--- config.mk ---
export PLATFORM = sky130hd
export DESIGN_NAME = ddu_top
export DESIGN_NICKNAME = d
export VERILOG_FILES = /design/src/verilog/ddu_pkg.sv /design/src/verilog/ddu_chan_if.sv /design/src/verilog/ddu_fmt.sv /design/src/verilog/ddu_chan.sv /design/src/verilog/ddu_top.sv
export SDC_FILE = /design/constraint.sdc
export NUM_CORES = 1
export LEC_CHECK = 0
export BUFFER_PORTS_ARGS = -buffer_cell sky130_fd_sc_hd__buf_2
export CORE_ASPECT_RATIO = 2
export CORE_UTILIZATION = 55
export CTS_BUF_LIST = sky130_fd_sc_hd__clkbuf_8
export DETAILED_ROUTE_END_ITERATION = 8
export PLACE_DENSITY = 0.86
export SYNTH_ARGS = -nofsm -noshare
export SYNTH_HDL_FRONTEND = slang
export SYNTH_SLANG_ARGS = --single-unit
export TNS_END_PERCENT = 30
--- constraint.sdc ---
create_clock -name clk -period 4.95 [get_ports clk]
set_clock_uncertainty 0.2 [all_clocks]
set_input_delay 0.7425 -clock clk [delete_from_list [all_inputs] [get_ports clk]]
set_output_delay 0.7425 -clock clk [all_outputs]
set_load 0.01 [all_outputs]
--- src/verilog/ddu_pkg.sv ---
/*
  constants and types shared by the two-channel converter update and format logic.
  assumes a processor-side register bus with a page select and one-cycle strobes.
*/
// Function
// enable bit low: output pin off, channel in low-power shutdown; high: active.
// control bits 6 and 5 read zero and ignore writes.
// source 00: output updates on a write to the high data byte.
// source 01: output updates on timer 3 overflow.
// source 10: output updates on timer 4 overflow.
// source 11: output updates on timer 2 overflow.
// format 000: code 11:8 from high 3:0, code 7:0 from low byte.
// format 001: upper five bits from high 4:0, lower seven from low 7:1.
// format 010: upper six bits from high 5:0, lower six from low 7:2.
// format 011: upper seven bits from high 6:0, lower five from low 7:3.
// format 1xx: upper eight bits from high byte, lower four from low 7:4.
// each low data byte is an 8-bit read/write register.
// each high data byte is an 8-bit register holding the upper byte.
// second channel has its own identical, independent registers.
// on-demand mode holds low byte writes until the high byte is written.
// timer modes hold both bytes; selected overflow copies them to the latch.
// converter code comes only from a latch loaded on update events.
package ddu_pkg;

    // register addresses within a page
    localparam logic [7:0] ADDR_DATA_LOW = 8'hd2;
    localparam logic [7:0] ADDR_DATA_HIGH = 8'hd3;
    localparam logic [7:0] ADDR_CONTROL = 8'hd4;

    // page that selects each channel
    localparam logic [7:0] PAGE_CH0 = 8'h00;
    localparam logic [7:0] PAGE_CH1 = 8'h01;

    // reset values
    localparam logic [7:0] RESET_DATA_LOW = 8'h00;
    localparam logic [7:0] RESET_DATA_HIGH = 8'h00;
    localparam logic [7:0] RESET_CONTROL = 8'h00;
    localparam logic [11:0] RESET_CODE = 12'h000;
    localparam logic [7:0] RESET_RDATA = 8'h00;

    // control field positions
    localparam int CTRL_ENABLE_BIT = 7;
    localparam int CTRL_SOURCE_LSB = 3;
    localparam int CTRL_JUST_LSB = 0;
    localparam logic [7:0] CTRL_WRITE_MASK = 8'h9f;

    // update source codes
    localparam logic [1:0] SRC_ON_DEMAND = 2'h0;
    localparam logic [1:0] SRC_TIMER3 = 2'h1;
    localparam logic [1:0] SRC_TIMER4 = 2'h2;
    localparam logic [1:0] SRC_TIMER2 = 2'h3;

    // justification codes; any code with bit 2 set is the 8/4 split
    localparam logic [2:0] JUST_4_8 = 3'h0;
    localparam logic [2:0] JUST_5_7 = 3'h1;
    localparam logic [2:0] JUST_6_6 = 3'h2;
    localparam logic [2:0] JUST_7_5 = 3'h3;

    typedef struct packed {
        logic [7:0] data_low;
        logic [7:0] data_high;
        logic [7:0] control;
    } ddu_chan_state_t;

    typedef struct packed {
        logic [7:0] rdata;
        logic [11:0] code0;
        logic [11:0] code1;
        logic enable0;
        logic enable1;
        logic shutdown0;
        logic shutdown1;
    } ddu_top_state_t;

endpackage

--- src/verilog/ddu_chan_if.sv ---
/*
  carrier between the bus decode and one converter channel.
  assumes the top drives the strobes and the timer pulses for one cycle each.
*/
`timescale 1ns/100ps
interface ddu_chan_if;
    logic wr_low;
    logic wr_high;
    logic wr_ctrl;
    logic [7:0] wdata;
    logic tmr2_ovf;
    logic tmr3_ovf;
    logic tmr4_ovf;
    logic [7:0] data_low;
    logic [7:0] data_high;
    logic [7:0] control;
    logic update;
    logic [11:0] code;

    modport bus (
        output wr_low, wr_high, wr_ctrl, wdata, tmr2_ovf, tmr3_ovf, tmr4_ovf,
        input data_low, data_high, control, update, code
    );
    modport chan (
        input wr_low, wr_high, wr_ctrl, wdata, tmr2_ovf, tmr3_ovf, tmr4_ovf,
        output data_low, data_high, control, update, code
    );
endinterface // ddu_chan_if

--- src/verilog/ddu_fmt.sv ---
/*
  justification of the two data bytes into a 12-bit converter code.
  assumes purely combinational use; no state.
*/
`timescale 1ns/100ps
module ddu_fmt (
    // format select
    input wire logic [2:0] just,
    // data bytes
    input wire logic [7:0] data_high,
    input wire logic [7:0] data_low,
    // assembled code
    output logic [11:0] code
);

    // bits outside the selected window are dropped, not shifted in
    always_comb
    begin
        if (just[2])
        begin
            code = {data_high, data_low[7:4]};
        end
        else
        begin
            case (just)
                ddu_pkg::JUST_4_8: code = {data_high[3:0], data_low};
                ddu_pkg::JUST_5_7: code = {data_high[4:0], data_low[7:1]};
                ddu_pkg::JUST_6_6: code = {data_high[5:0], data_low[7:2]};
                ddu_pkg::JUST_7_5: code = {data_high[6:0], data_low[7:3]};
                default: code = {data_high, data_low[7:4]};
            endcase
        end
    end

endmodule // ddu_fmt

--- src/verilog/ddu_chan.sv ---
/*
  one converter channel: data and control registers, update selection, formatting.
  assumes clk and rst synchronous, active-high reset; strobes last one cycle.
*/
`timescale 1ns/100ps
module ddu_chan (
    // clock and reset
    input wire logic clk,
    input wire logic rst,
    // link to the bus decode
    ddu_chan_if.chan cif
);

    ddu_pkg::ddu_chan_state_t cur_reg;
    ddu_pkg::ddu_chan_state_t cur_next;
    logic [1:0] source;

    // register writes; the bytes simply hold until the update event copies them
    always_comb
    begin
        cur_next = cur_reg;
        if (cif.wr_low)
        begin
            cur_next.data_low = cif.wdata;
        end
        if (cif.wr_high)
        begin
            cur_next.data_high = cif.wdata;
        end
        if (cif.wr_ctrl)
        begin
            cur_next.control = cif.wdata & ddu_pkg::CTRL_WRITE_MASK;
        end
    end

    always_ff @(posedge clk)
    begin
        if (rst)
        begin
            cur_reg.data_low <= ddu_pkg::RESET_DATA_LOW;
            cur_reg.data_high <= ddu_pkg::RESET_DATA_HIGH;
            cur_reg.control <= ddu_pkg::RESET_CONTROL;
        end
        else
        begin
            cur_reg <= cur_next;
        end
    end

    assign source = cur_reg.control[ddu_pkg::CTRL_SOURCE_LSB +: 2];

    // update event from the source chosen by the current control value
    always_comb
    begin
        case (source)
            ddu_pkg::SRC_ON_DEMAND: cif.update = cif.wr_high;
            ddu_pkg::SRC_TIMER3: cif.update = cif.tmr3_ovf;
            ddu_pkg::SRC_TIMER4: cif.update = cif.tmr4_ovf;
            ddu_pkg::SRC_TIMER2: cif.update = cif.tmr2_ovf;
            default: cif.update = 1'b0;
        endcase
    end

    // format from the post-write bytes so a same-cycle write is not missed
    ddu_fmt u_fmt (
        .just(cur_reg.control[ddu_pkg::CTRL_JUST_LSB +: 3]),
        .data_high(cur_next.data_high),
        .data_low(cur_next.data_low),
        .code(cif.code)
    );

    assign cif.data_low = cur_reg.data_low;
    assign cif.data_high = cur_reg.data_high;
    assign cif.control = cur_reg.control;

endmodule // ddu_chan

--- src/verilog/ddu_top.sv ---
/*
  two-channel converter register block: page/address decode, read-back,
  per-channel registers and the converter input latches.
  assumes a register bus synchronous to clk with one-cycle read and write strobes,
  a page value held by the core, and one-cycle timer overflow pulses.
*/
`timescale 1ns/100ps
module ddu_top (
    // clock and reset
    input wire logic clk,
    input wire logic rst,
    // register bus
    input wire logic [7:0] sfr_page,
    input wire logic [7:0] sfr_addr,
    input wire logic sfr_wr,
    input wire logic sfr_rd,
    input wire logic [7:0] sfr_wdata,
    output logic [7:0] sfr_rdata,
    // timer overflow pulses
    input wire logic timer2_overflow,
    input wire logic timer3_overflow,
    input wire logic timer4_overflow,
    // channel 0 analog side
    output logic [11:0] channel0_code,
    output logic channel0_output_enable,
    output logic channel0_shutdown,
    // channel 1 analog side
    output logic [11:0] channel1_code,
    output logic channel1_output_enable,
    output logic channel1_shutdown
);

    ddu_pkg::ddu_top_state_t st_reg;
    ddu_pkg::ddu_top_state_t st_next;

    logic page_ch0;
    logic page_ch1;
    logic hit_low;
    logic hit_high;
    logic hit_ctrl;

    ddu_chan_if ch0 ();
    ddu_chan_if ch1 ();

    // page selects the channel, address selects the register
    assign page_ch0 = (sfr_page == ddu_pkg::PAGE_CH0);
    assign page_ch1 = (sfr_page == ddu_pkg::PAGE_CH1);
    assign hit_low = (sfr_addr == ddu_pkg::ADDR_DATA_LOW);
    assign hit_high = (sfr_addr == ddu_pkg::ADDR_DATA_HIGH);
    assign hit_ctrl = (sfr_addr == ddu_pkg::ADDR_CONTROL);

    // channel 0 write strobes
    assign ch0.wr_low = sfr_wr & page_ch0 & hit_low;
    assign ch0.wr_high = sfr_wr & page_ch0 & hit_high;
    assign ch0.wr_ctrl = sfr_wr & page_ch0 & hit_ctrl;
    assign ch0.wdata = sfr_wdata;

    // channel 1 write strobes, decoded on its own page
    assign ch1.wr_low = sfr_wr & page_ch1 & hit_low;
    assign ch1.wr_high = sfr_wr & page_ch1 & hit_high;
    assign ch1.wr_ctrl = sfr_wr & page_ch1 & hit_ctrl;
    assign ch1.wdata = sfr_wdata;

    // both channels see all three timers; each picks its own
    assign ch0.tmr2_ovf = timer2_overflow;
    assign ch0.tmr3_ovf = timer3_overflow;
    assign ch0.tmr4_ovf = timer4_overflow;
    assign ch1.tmr2_ovf = timer2_overflow;
    assign ch1.tmr3_ovf = timer3_overflow;
    assign ch1.tmr4_ovf = timer4_overflow;

    // the two channels are the same module, kept fully apart
    ddu_chan u_ch0 (
        .clk(clk),
        .rst(rst),
        .cif(ch0)
    );

    ddu_chan u_ch1 (
        .clk(clk),
        .rst(rst),
        .cif(ch1)
    );

    // read-back, latches and enables
    always_comb
    begin
        st_next = st_reg;

        // read data is registered and holds until the next read
        if (sfr_rd)
        begin
            st_next.rdata = ddu_pkg::RESET_RDATA; // unmapped reads return zero
            if (page_ch0 && hit_low)
            begin
                st_next.rdata = ch0.data_low;
            end
            else if (page_ch0 && hit_high)
            begin
                st_next.rdata = ch0.data_high;
            end
            else if (page_ch0 && hit_ctrl)
            begin
                st_next.rdata = ch0.control;
            end
            else if (page_ch1 && hit_low)
            begin
                st_next.rdata = ch1.data_low;
            end
            else if (page_ch1 && hit_high)
            begin
                st_next.rdata = ch1.data_high;
            end
            else if (page_ch1 && hit_ctrl)
            begin
                st_next.rdata = ch1.control;
            end
        end

        // converter latches move only on an update event, never on partial writes
        if (ch0.update)
        begin
            st_next.code0 = ch0.code;
        end
        if (ch1.update)
        begin
            st_next.code1 = ch1.code;
        end

        // enable bit drives the pin enable; shutdown is its complement
        st_next.enable0 = ch0.control[ddu_pkg::CTRL_ENABLE_BIT];
        st_next.shutdown0 = ~ch0.control[ddu_pkg::CTRL_ENABLE_BIT];
        st_next.enable1 = ch1.control[ddu_pkg::CTRL_ENABLE_BIT];
        st_next.shutdown1 = ~ch1.control[ddu_pkg::CTRL_ENABLE_BIT];
    end

    // single state register; shutdown asserted during and right after reset
    always_ff @(posedge clk)
    begin
        if (rst)
        begin
            st_reg.rdata <= ddu_pkg::RESET_RDATA;
            st_reg.code0 <= ddu_pkg::RESET_CODE;
            st_reg.code1 <= ddu_pkg::RESET_CODE;
            st_reg.enable0 <= 1'b0;
            st_reg.enable1 <= 1'b0;
            st_reg.shutdown0 <= 1'b1;
            st_reg.shutdown1 <= 1'b1;
        end
        else
        begin
            st_reg <= st_next;
        end
    end

    // outputs straight from the state register
    assign sfr_rdata = st_reg.rdata;
    assign channel0_code = st_reg.code0;
    assign channel0_output_enable = st_reg.enable0;
    assign channel0_shutdown = st_reg.shutdown0;
    assign channel1_code = st_reg.code1;
    assign channel1_output_enable = st_reg.enable1;
    assign channel1_shutdown = st_reg.shutdown1;

endmodule // ddu_top

; Yosys cells after proc, flatten, opt, wreduce, memory -nomap -nowiden
; Index checks and enable logic that the tools add are counted.
; Widths: inputs -> output; s select.
[totals]
reg_bits = 80
input_bits = 31
out_inout_bits = 36
wordCells = 66
[op_classes]
eq_ne = 16
n_mux = 16
bitwise_logic = 10
n_reduce_logical = 11
[op_table]
columns = op, n
row1 = $pmux 12 s4, 2
row2 = $mux 8, 10
row3 = $eq 8x8->1 const B, 3
row4 = $mux 12, 2
row5 = $eq 3x2->1 const B, 4
row6 = $and 1x1->1, 8
row7 = $eq 2x2->1 const B, 4
row8 = $eq 8x1->1 const B, 1
row9 = $logic_not 8->1, 1
row10 = $pmux 1 s4, 2
row11 = $eq 3x1->1 const B, 2
row12 = $logic_and 1x1->1, 6
row13 = $logic_not 3->1, 2
row14 = $eq 2x1->1 const B, 2
row15 = $logic_not 2->1, 2
row16 = $not 1->1, 2

; Depth between registers and ports, before layout
; Gate-level depths: netlist of run 1.
[logic_depth]
ltp_word = 8
ltp_mapped = 8
ltp_nobuf = 7

; By module
; A second synthesis of run 1 with hierarchy kept.
[unflattened]
hier_cells = 460
area_unflattened_um2 = 4498.1
[by_module_without_submodules]
columns = module, instances, cells_each, area_each_um2
row1 = ddu_top, 1, 220, 1903.1
row2 = ddu_chan, 2, 75, 939.7
row3 = ddu_fmt, 2, 45, 357.8

; Worst setup path before layout of run 1
; Ideal clock, no wire load.
[synth_timing]
path_type = input-to-reg
start = input port sfr_page[5]
end = register st_reg, in the netlist channel1_code[11]
setup_ps = 117
t_arrival_ps = 2463
setup_slack_ps = 2171
stages = 7
path_cell_list = nor4_4 -> nand4_4 -> nor2_4 -> mux4_2 -> and2_1 -> a211o_1 -> a22o_1
[synth_between]
elab_chain_len = 6
[synth_lines]
columns = element, line
row1 = from (decl), ddu_top.sv:13  ; input wire logic [7:0] sfr_page,
row2 = $eq 8x1->1 (*), ddu_top.sv:47  ; assign page_ch1 = (sfr_page == ddu_pkg::PAGE_CH1);
row3 = $and 1x1->1 (*) (2 in series), ddu_top.sv:60  ; assign ch1.wr_high = sfr_wr & page_ch1 & hit_high;
row4 = $mux 8, ddu_chan.sv:26  ; if (cif.wr_high)
row5 = $pmux 12 s4, ddu_fmt.sv:25  ; case (just)
row6 = $mux 12, ddu_fmt.sv:19  ; if (just[2])
row7 = to (signal assigned), ddu_top.sv:152  ; st_reg <= st_next;
row8 = to (decl), ddu_top.sv:33  ; ddu_pkg::ddu_top_state_t st_reg;
; Every way passes the cells marked *; elsewhere a longest branch is shown, timed or not.
; A chain may end at the register's enable or synchronous reset.

; Final worst setup path of run 1
[layout_timing]
start = input port sfr_addr[5]
end = register st_reg, in the netlist channel0_code[3]
[layout_between]
elab_chain_len = 5
[layout_lines]
columns = element, line
row1 = from (decl), ddu_top.sv:14  ; input wire logic [7:0] sfr_addr,
row2 = $eq 8x8->1, ddu_top.sv:48  ; assign hit_low = (sfr_addr == ddu_pkg::ADDR_DATA_LOW);
row3 = $and 1x1->1, ddu_top.sv:53  ; assign ch0.wr_low = sfr_wr & page_ch0 & hit_low;
row4 = $mux 8, ddu_chan.sv:22  ; if (cif.wr_low)
row5 = $pmux 12 s4, ddu_fmt.sv:25
row6 = $mux 12, ddu_fmt.sv:19
; Parallel ways exist; a longest one is shown, timed or not.

==> results of run 1 <==
-- state kept, by name (all words and copies together), names as in the netlist --
register / cells
channel1_output_enable: 1
sfr_rdata: 8
u_ch1.cif.control: 6
u_ch1.cif.data_low: 8
u_ch0.cif.control: 6
channel0_shutdown: 1
u_ch0.cif.data_high: 8
channel1_shutdown: 1
channel0_output_enable: 1
u_ch0.cif.data_low: 8
channel1_code: 12
u_ch1.cif.data_high: 8
channel0_code: 12
-- power by group through the flow --
stage,registers [mW],logic [mW],clock network (mW)
floorplan,0.663,0.0289,0
global placement,0.662,0.0624,0
detailed placement,0.662,0.0631,0
CTS,0.647,0.0630,0.436
global route,0.647,0.0686,0.461
finish,0.647,0.0639,0.433
-- layout make-up --
class | instances | area (um^2) | share of cell area (%)
multi-input cells | 334 | 2390 | 51.2
clock buffers | 11 | 151 | 3.24
inverters | 9 | 33.8 | 0.722
flip-flops and latches | 80 | 1600 | 34.2
well taps | 92 | 115 | 2.46
clock inverters | 4 | 21.3 | 0.455
repair buffers | 70 | 360 | 7.70
-- stage by stage --
stage	setup WS, ns	instances	hold slack [ns]	instance area (um^2)
floorplan	2.17	454	0.190	4160
global placement	1.72	585	0.230	4510
detailed placement	1.65	585	0.231	4510
CTS	2.03	600	0.245	4680
global route	1.64	600	0.246	4680
finish	2.00	600	0.242	4680
-- Yosys cell counts, drive strengths merged, types with 5 or more instances --
| master | n |
|---|---|
| dfxtp | 80 |
| nor2 | 76 |
| mux2i | 71 |
| a22oi | 36 |
| clkbuf | 24 |
| o21ai | 24 |
| nand2 | 22 |
| a21oi | 15 |
| inv | 8 |
| nor3 | 8 |
| buf | 7 |
| mux2 | 6 |
| mux4 | 6 |
| nand2b | 6 |
| a211oi | 5 |
-- kinds of logic (layout without fill, tap and decap cells) --
logic type,count (synthesis),after routing,synth area share [%]
buffers and inverters,40,94,4.03
AO/OA/AOI/OAI,104,104,16.8
multiplexers,83,83,22.2
AND/OR/NAND/NOR,147,147,18.5
flip-flops,80,80,38.5
-- layer usage --
layer / global-route usage [%] / up-vias / part of all wire [%]
met5: 0 / - / 0
met4: 22.3 / 0 / 5.5
met3: 5.02 / 47 / 3.8
met2: 55.0 / 124 / 55
met1: 30.3 / 1791 / 35
li1: - / 1764 / -
-- worst max-delay path by stage --
stage,startpoint,endpoint,slack (ns),cells past startpoint
after floorplan,sfr_page[5],channel1_code[11],2.17,7
after detailed placement,sfr_addr[5],channel0_code[3],1.65,8
after global routing,sfr_addr[5],channel0_code[3],1.64,8
after global placement,sfr_addr[5],channel0_code[3],1.72,8
final,sfr_addr[5],channel0_code[3],2.00,8
after CTS,sfr_addr[5],channel0_code[3],2.03,8
==> run summary, run 1 <==
Max-Slew Margin vs Limit: 51.5%
Sinks on Clock Net: 80
most numerous cell on the critical path: mux2i_1
largest buffer count on any clock path: 2
CP Launch Type: primary input
area share of the leading cell type in the synthesized netlist: 38.5%
slew at the pin with the worst max-slew slack: 0.726 ns
number of fill cells in the layout: 643
clock root buffer: clkbuf_8
cell-by-cell listing of the critical path: buf_2 > nand4bb_1 > nor3b_1 > nand2_1 > mux2i_1 > mux2i_1 > a22oi_1 > o21ai_0
wire length of the first global-routing pass: 18.7 mm
Final Cycle Share: 59.6%
Worst Path Required: 5.00 ns
leakage power of the design: 2.04 nW
largest stage delay on the critical path: 0.47 ns
setup repair after global routing missed its margin: false
most frequent cells in the layout: dfxtp_1, nor2_1, mux2i_1
overflow left after global routing: 0
layout net count: 535
detailed-routing iteration count for the pre-antenna-repair pass: 7
number of nets produced by synthesis: 485
core area: 7270 um^2
type of the worst min-delay path: register to register
RD Place Congestion: 0.940
Synth async-reset ratio: 0%
Max-Cap Viols: 0
Cell Area, Synth: 4160 um^2
fraction of final layout cells sized beyond drive strength 1: 21.7%
combined global-route utilization of all metal layers: 30.5%
routed length per instance: 18.9 um
critical path buffer and inverter count: 1
launching point of the worst reg2reg path: u_ch1.cif.control[1]
overall die area: 7940 um^2
cts repair resizes: 0
switch share: 24.0%
via density per instance: 6.21
Die H: 125 um
total number of placement rows: 44
power per unit of standard cell area: 245 nW/um^2
most frequent standard cell in the layout excluding fill and tap cells: dfxtp_1
number of enable flip-flop cells after synthesis: 0
residual DRC count: 0
Fmax: 0.339 GHz
number of register bits inferred by synthesis: 80
starting utilization of the core area: 57.3%
pins over their slew limit: 0
reg2reg path depth: 5
number of H-tree branching levels: 3
outcome: finished clean
Hold Buf Count CTS: 0
placed wire-length estimate: 8.51 mm
IO buf count: 66
start point of the worst min-delay path: u_ch0.cif.control[7]
reg2reg end: channel1_code[5]
slowest cell on the critical path: nor3b_1
Worst Path Max Fanout: 11
clk slew on worst S/H paths: 0.08 ns
instance count along the most critical hold path: 1
end point of the most critical hold path: channel0_shutdown
vias post-DR: 3726
Sum Neg Setup Slack: 0 ns
crit end category: register
first-iteration detailed-routing DRC count: 285
proportion of synthesized chip area in sequential cells: 38.5%
Post-synth top flop: dfxtp_1
VDD IR max: 0.000220 V
Diodes inserted: 0
Post-Route Utilization: 64.4%
number of primary I/O pins: 67
Final Hold Violating Endpoints: 0
clock period minus worst slack: 2.95 ns
Warnings, synthesis: 0
initial antenna violation count: 0
CTS tree: built
Switching Power: 0.274 mW
Inserted Clock Buffers: 9
Int Power: 0.870 mW
layout overhead on the synthesized area: 12.3%
critical setup path kind: primary input to register
overall power after layout: 1.14 mW
worst path arrival time: 2.99 ns
count of nets left with antenna violations after detail routing: 0
register-to-register setup slack: 2.59 ns
post-CTS setup buffer count: 0
routed wire length: 11.3 mm
horizontal die dimension: 63.5 um
number of global-route vias before repair: 3821
ranking of synthesized cells by area: dfxtp_1, mux2i_1, nor2_1
post-synth top area cell: dfxtp_1
Distinct cells, synth: 55
kind of cell with the highest combined delay on the critical path: simple AND/OR/NAND/NOR gates
post-synthesis area per instance: 9.17 um^2
combinational share of power: 5.6%
clock share of power: 37.8%
pin count of the biggest net entering global routing: 49
clock latency at the later pin of the worst-skew pair: 0.37 ns
number of cells produced by synthesis: 454
fraction of power consumed by sequential logic: 56.6%
Setup-failing EPs final: 0
Note: power is estimated with default switching activity, not from simulation.
==> run 2: changes to the inputs <==
clock period = 2.8 ns   (was 4.95 ns; I/O delays follow)
==> run summary, run 2 (synthesis gave the netlist of run 1 again) <==
fraction of final layout cells sized beyond drive strength 1: 24.9% (was 21.7%)
starting utilization of the core area: 57.3% (unchanged)
start point of the worst min-delay path: rst (was u_ch0.cif.control[7])
wire length of the first global-routing pass: 18.7 mm (about the same)
number of global-route vias before repair: 3829 (was 3821)
filler-free cell count of the finished design: 623 (was 600)
most frequent standard cell in the layout excluding fill and tap cells: dfxtp_1 (unchanged)
layout net count: 557 (was 535)
combined global-route utilization of all metal layers: 30.9% (was 30.5%)
pin count of the biggest net entering global routing: 44 (was 49)
setup repair after global routing missed its margin: false (unchanged)
Fmax: 0.389 GHz
IO buf count: 66 (unchanged)
overall die area: 7940 um^2 (unchanged)
reg2reg path depth: 5 (unchanged)
via density per instance: 6.13 (was 6.21)
Max-Slew Margin vs Limit: 63.5% (was 51.5%)
RD Place Congestion: 0.970 (was 0.940)
number of primary I/O pins: 67 (unchanged)
most frequent cells in the layout: dfxtp_1, nor2_1, mux2i_1 (unchanged)
post-CTS setup buffer count: 0 (unchanged)
most numerous cell on the critical path: mux2i_1 (unchanged)
leakage power of the design: 2.17 nW (was 2.04 nW)
pins over their slew limit: 0 (unchanged)
type of the worst min-delay path: primary input to register (was register to register)
first-iteration detailed-routing DRC count: 212 (was 285)
horizontal die dimension: 63.5 um (unchanged)
cell-by-cell listing of the critical path: buf_2 > nor4_4 > nand4_4 > or3_1 > mux2i_1 > mux2i_1 > a22oi_1 > o21ai_0 (was buf_2 > nand4bb_1 > nor3b_1 > nand2_1 > mux2i_1 > mux2i_1 > a22oi_1 > o21ai_0)
Sum Neg Setup Slack: 0 ns (unchanged)
crit end category: register (unchanged)
critical setup path kind: primary input to register (unchanged)
vias post-DR: 3816 (was 3726)
kind of cell with the highest combined delay on the critical path: simple AND/OR/NAND/NOR gates (unchanged)
initial antenna violation count: 0 (unchanged)
critical path buffer and inverter count: 1 (unchanged)
number of H-tree branching levels: 3 (unchanged)
residual DRC count: 0 (unchanged)
routed length per instance: 18.7 um (was 18.9 um)
launching instance or port of the critical path: sfr_page[5] (was sfr_addr[5])
reg2reg end: channel1_code[5] (unchanged)
Max-Cap Viols: 0 (unchanged)
register-to-register setup slack: 0.49 ns (was 2.59 ns)
clk slew on worst S/H paths: 0.08 ns (about the same)
placed wire-length estimate: 8.88 mm (was 8.51 mm)
count of nets left with antenna violations after detail routing: 0 (unchanged)
outcome: finished clean (unchanged)
slew at the pin with the worst max-slew slack: 0.547 ns (was 0.726 ns)
clock period minus worst slack: 2.57 ns
largest stage delay on the critical path: 0.55 ns (was 0.47 ns)
cts repair resizes: 0 (unchanged)
overflow left after global routing: 0 (unchanged)
worst path arrival time: 2.61 ns (was 2.99 ns)
clock root buffer: clkbuf_8 (unchanged)
largest buffer count on any clock path: 2 (unchanged)
Diodes inserted: 0 (unchanged)
worst slack on hold paths: 0.211 ns (was 0.242 ns)
slowest cell on the critical path: or3_1 (was nor3b_1)
total number of placement rows: 44 (unchanged)
clock latency at the later pin of the worst-skew pair: 0.36 ns (was 0.37 ns)
Final Cycle Share: 91.9%
post-place setup slack: -0.115 ns (was 1.65 ns)
count of placed standard cells including taps: 607 (was 585)
power per unit of standard cell area: 452 nW/um^2 (was 245 nW/um^2)
layout overhead on the synthesized area: 17.5% (was 12.3%)
Worst Path Max Fanout: 8 (was 11)
Die H: 125 um (unchanged)
core area: 7270 um^2 (unchanged)
end point of the most critical hold path: u_ch1.cif.control[1] (was channel0_shutdown)
VDD IR max: 0.000491 V (was 0.000220 V)
instance count along the most critical hold path: 2 (was 1)
Final WS setup: 0.227 ns (was 2.00 ns)
final design area excluding fillers: 4890 um^2 (was 4680 um^2)
routed wire length: 11.7 mm (was 11.3 mm)
launching point of the worst reg2reg path: u_ch1.cif.control[1] (unchanged)
Worst Path Required: 2.84 ns (was 5.00 ns)
Sinks on Clock Net: 80 (unchanged)
Hold Buf Count CTS: 0 (unchanged)
standard cell area after detailed placement: 4670 um^2 (was 4510 um^2)
Final Hold Violating Endpoints: 0 (unchanged)
detailed-routing iteration count for the pre-antenna-repair pass: 5 (was 7)
CP Launch Type: primary input (unchanged)
CTS tree: built (unchanged)
Inserted Clock Buffers: 9 (unchanged)
Setup-failing EPs final: 0 (unchanged)
==> run 2: power breakdown <==
group | internal [mW] | leakage (nW) | switching, mW
registers | 1.14 | 0.645 | 0.00282
logic | 0.0389 | 1.41 | 0.0781
clock network | 0.523 | 0.115 | 0.427
==> run 2: worst register-to-register path, cell delays in order (launching register included) <==
cell     delay [ns]
dfxtp_1        0.37
inv_1          0.43
mux4_2         0.63
a21oi_1        0.15
a21bo_2        0.23
a22o_1         0.18
==> run 2: worst max path at each step <==
stage	endpoint	depth (start not counted)
after floorplan	channel1_code[11]	7
after global placement	channel0_code[11]	8
after detailed placement	channel0_code[11]	8
after CTS	channel0_code[11]	8
after global routing	channel0_code[11]	8
final	channel0_code[11]	8
==> run 2: area by class of cell <==
type | instances | area, um^2
tap | 92 | 115
inverter | 9 | 33.8
clock inverter | 6 | 83.8
fill | 621 | 2370
multi-input combinational | 334 | 2390
clock buffer | 10 | 138
timing repair buffer | 92 | 526
sequential | 80 | 1600
==> run 2: per-layer routing <==
metal  share of wire [%]  global-route usage, %
met5                   0                      0
met4                 6.4                   22.6
met3                 4.4                   5.93
met2                  55                   55.1
met1                  35                   30.6
==> run 2: metrics by stage <==
| stage | util, % | power (mW) |
|---|---|---|
| 3_3_place_gp | 64.3 | 1.28 |
| 6_report | 67.3 | 2.21 |
| 5_1_grt | 67.3 | 2.27 |
| 4_1_cts | 67.3 | 2.22 |
| 2_1_floorplan | - | 1.22 |
| 3_5_place_dp | 64.3 | 1.29 |
==> run 3: changes to the inputs <==
MAX_ROUTING_LAYER = met4   (was unset)
==> run summary, run 3 (synthesis gave the netlist of run 1 again) <==
outcome: finished clean (unchanged)
overall power after layout: 2.03 mW (was 2.21 mW)
starting utilization of the core area: 57.3% (unchanged)
CP Launch Type: primary input (unchanged)
pin count of the biggest net entering global routing: 45 (was 44)
routed wire length: 11.6 mm (was 11.7 mm)
number of primary I/O pins: 67 (unchanged)
setup repair after global routing missed its margin: false (unchanged)
fraction of final layout cells sized beyond drive strength 1: 25.0% (was 24.9%)
residual DRC count: 0 (unchanged)
core area: 7270 um^2 (unchanged)
reg2reg end: channel1_code[5] (unchanged)
instance count along the most critical hold path: 3 (was 2)
RD Place Congestion: 0.952 (was 0.970)
reg2reg path depth: 5 (unchanged)
start point of the worst min-delay path: sfr_rd (was rst)
overall die area: 7940 um^2 (unchanged)
number of global-route vias before repair: 3879 (was 3829)
vias post-DR: 3814 (was 3816)
layout overhead on the synthesized area: 16.3% (was 17.5%)
detailed-routing iteration count for the pre-antenna-repair pass: 4 (was 5)
most frequent standard cell in the layout excluding fill and tap cells: dfxtp_1 (unchanged)
horizontal die dimension: 63.5 um (unchanged)
number of H-tree branching levels: 3 (unchanged)
end point of the most critical hold path: sfr_rdata[3] (was u_ch1.cif.control[1])
Worst Path Required: 2.84 ns (about the same)
power per unit of standard cell area: 419 nW/um^2 (was 452 nW/um^2)
routed length per instance: 18.7 um (about the same)
clk slew on worst S/H paths: 0.08 ns (about the same)
clock root buffer: clkbuf_8 (unchanged)
register-to-register setup slack: 0.47 ns (was 0.49 ns)
overflow left after global routing: 0 (unchanged)
slew at the pin with the worst max-slew slack: 0.572 ns (was 0.547 ns)
most frequent cells in the layout: dfxtp_1, nor2_1, mux2i_1 (unchanged)
combined global-route utilization of all metal layers: 31.4% (was 30.9%)
VDD IR max: 0.000373 V (was 0.000491 V)
launching point of the worst reg2reg path: u_ch1.cif.control[1] (unchanged)
count of nets left with antenna violations after detail routing: 0 (unchanged)
IO buf count: 66 (unchanged)
clock latency at the later pin of the worst-skew pair: 0.37 ns (was 0.36 ns)
crit end category: register (unchanged)
Final Cycle Share: 92.4% (was 91.9%)
first-iteration detailed-routing DRC count: 187 (was 212)
pins over their slew limit: 0 (unchanged)
Die H: 125 um (unchanged)
Diodes inserted: 0 (unchanged)
largest buffer count on any clock path: 2 (unchanged)
leakage power of the design: 2.14 nW (was 2.17 nW)
Hold Buf Count CTS: 0 (unchanged)
CTS tree: built (unchanged)
post-CTS setup buffer count: 0 (unchanged)
Sinks on Clock Net: 80 (unchanged)
Sum Neg Setup Slack: 0 ns (unchanged)
Fmax: 0.387 GHz (was 0.389 GHz)
worst path arrival time: 2.63 ns (was 2.61 ns)
type of the worst min-delay path: primary input to register (unchanged)
Worst Path Max Fanout: 8 (unchanged)
Max-Cap Viols: 0 (unchanged)
Max-Slew Margin vs Limit: 61.9% (was 63.5%)
Setup-failing EPs final: 0 (unchanged)
cts repair resizes: 0 (unchanged)
total number of placement rows: 44 (unchanged)
clock period minus worst slack: 2.59 ns (was 2.57 ns)
layout net count: 557 (unchanged)
critical setup path kind: primary input to register (unchanged)
via density per instance: 6.12 (was 6.13)
Inserted Clock Buffers: 9 (unchanged)
placed wire-length estimate: 8.97 mm (was 8.88 mm)
initial antenna violation count: 0 (unchanged)
wire length of the first global-routing pass: 18.5 mm (was 18.7 mm)
Final Hold Violating Endpoints: 0 (unchanged)
==> run 3: cell count changes in the layout (fill, tap and decap cells not counted) <==
cell	delta
clkinv_2	+2
clkinvlp_4	+2
inv_1	-1
bufinv_16	-2
inv_6	-1
==> run 3: power breakdown <==
part | switching (mW) | internal [mW]
combinational | 0.0764 | 0.0389
clock | 0.432 | 0.339
sequential | 0.00256 | 1.14
total | 0.511 | 1.52
==> run 3: stage by stage <==
stage | hold WS [ns] | instance area (um^2) | util [%] | worst slack (ns) | cells
after global routing | 0.259 | 4840 | 66.7 | 0.143 | 623
after floorplan | 0.190 | 4160 | - | 0.343 | 454
final | 0.246 | 4840 | 66.7 | 0.214 | 623
after detailed placement | 0.235 | 4670 | 64.3 | -0.154 | 607
after CTS | 0.233 | 4840 | 66.7 | 0.247 | 623
after global placement | 0.221 | 4670 | 64.3 | -0.107 | 607
==> run 3: worst max path at each step <==
stage                      from  slack, ns           endpoint
finish              sfr_page[5]       0.21  channel0_code[11]
global route        sfr_page[5]       0.14  channel0_code[11]
CTS                 sfr_page[5]       0.25  channel0_code[11]
detailed placement  sfr_page[5]      -0.15  channel0_code[11]
global placement    sfr_page[5]      -0.11  channel0_code[11]
floorplan           sfr_page[5]       0.34  channel1_code[11]
==> run 3: area by class of cell <==
type / instances / area [um^2]
Clock buffer: 10 / 138
Multi-Input combinational cell: 334 / 2390
Timing Repair Buffer: 92 / 526
Tap cell: 92 / 115
Sequential cell: 80 / 1600
Clock inverter: 6 / 36.3
Inverter: 9 / 33.8
Fill cell: 633 / 2420
==> run 3: critical path, cell delays in order <==
cell and delay [ns]:
buf_2 0.12, nor4_4 0.39, nand4_4 0.16, or3_1 0.55
mux2i_1 0.40, mux2i_1 0.12, a22oi_1 0.33, o21ai_0 0.13
==> run 3: metal layers <==
layer	vias to the layer above	GRT usage (%)	routed length (um)
met5	-	-	0
met1	1830	28.7	3990
li1	1810	-	-
met3	48	5.47	532
met4	0	23.7	748
met2	126	55.8	6360
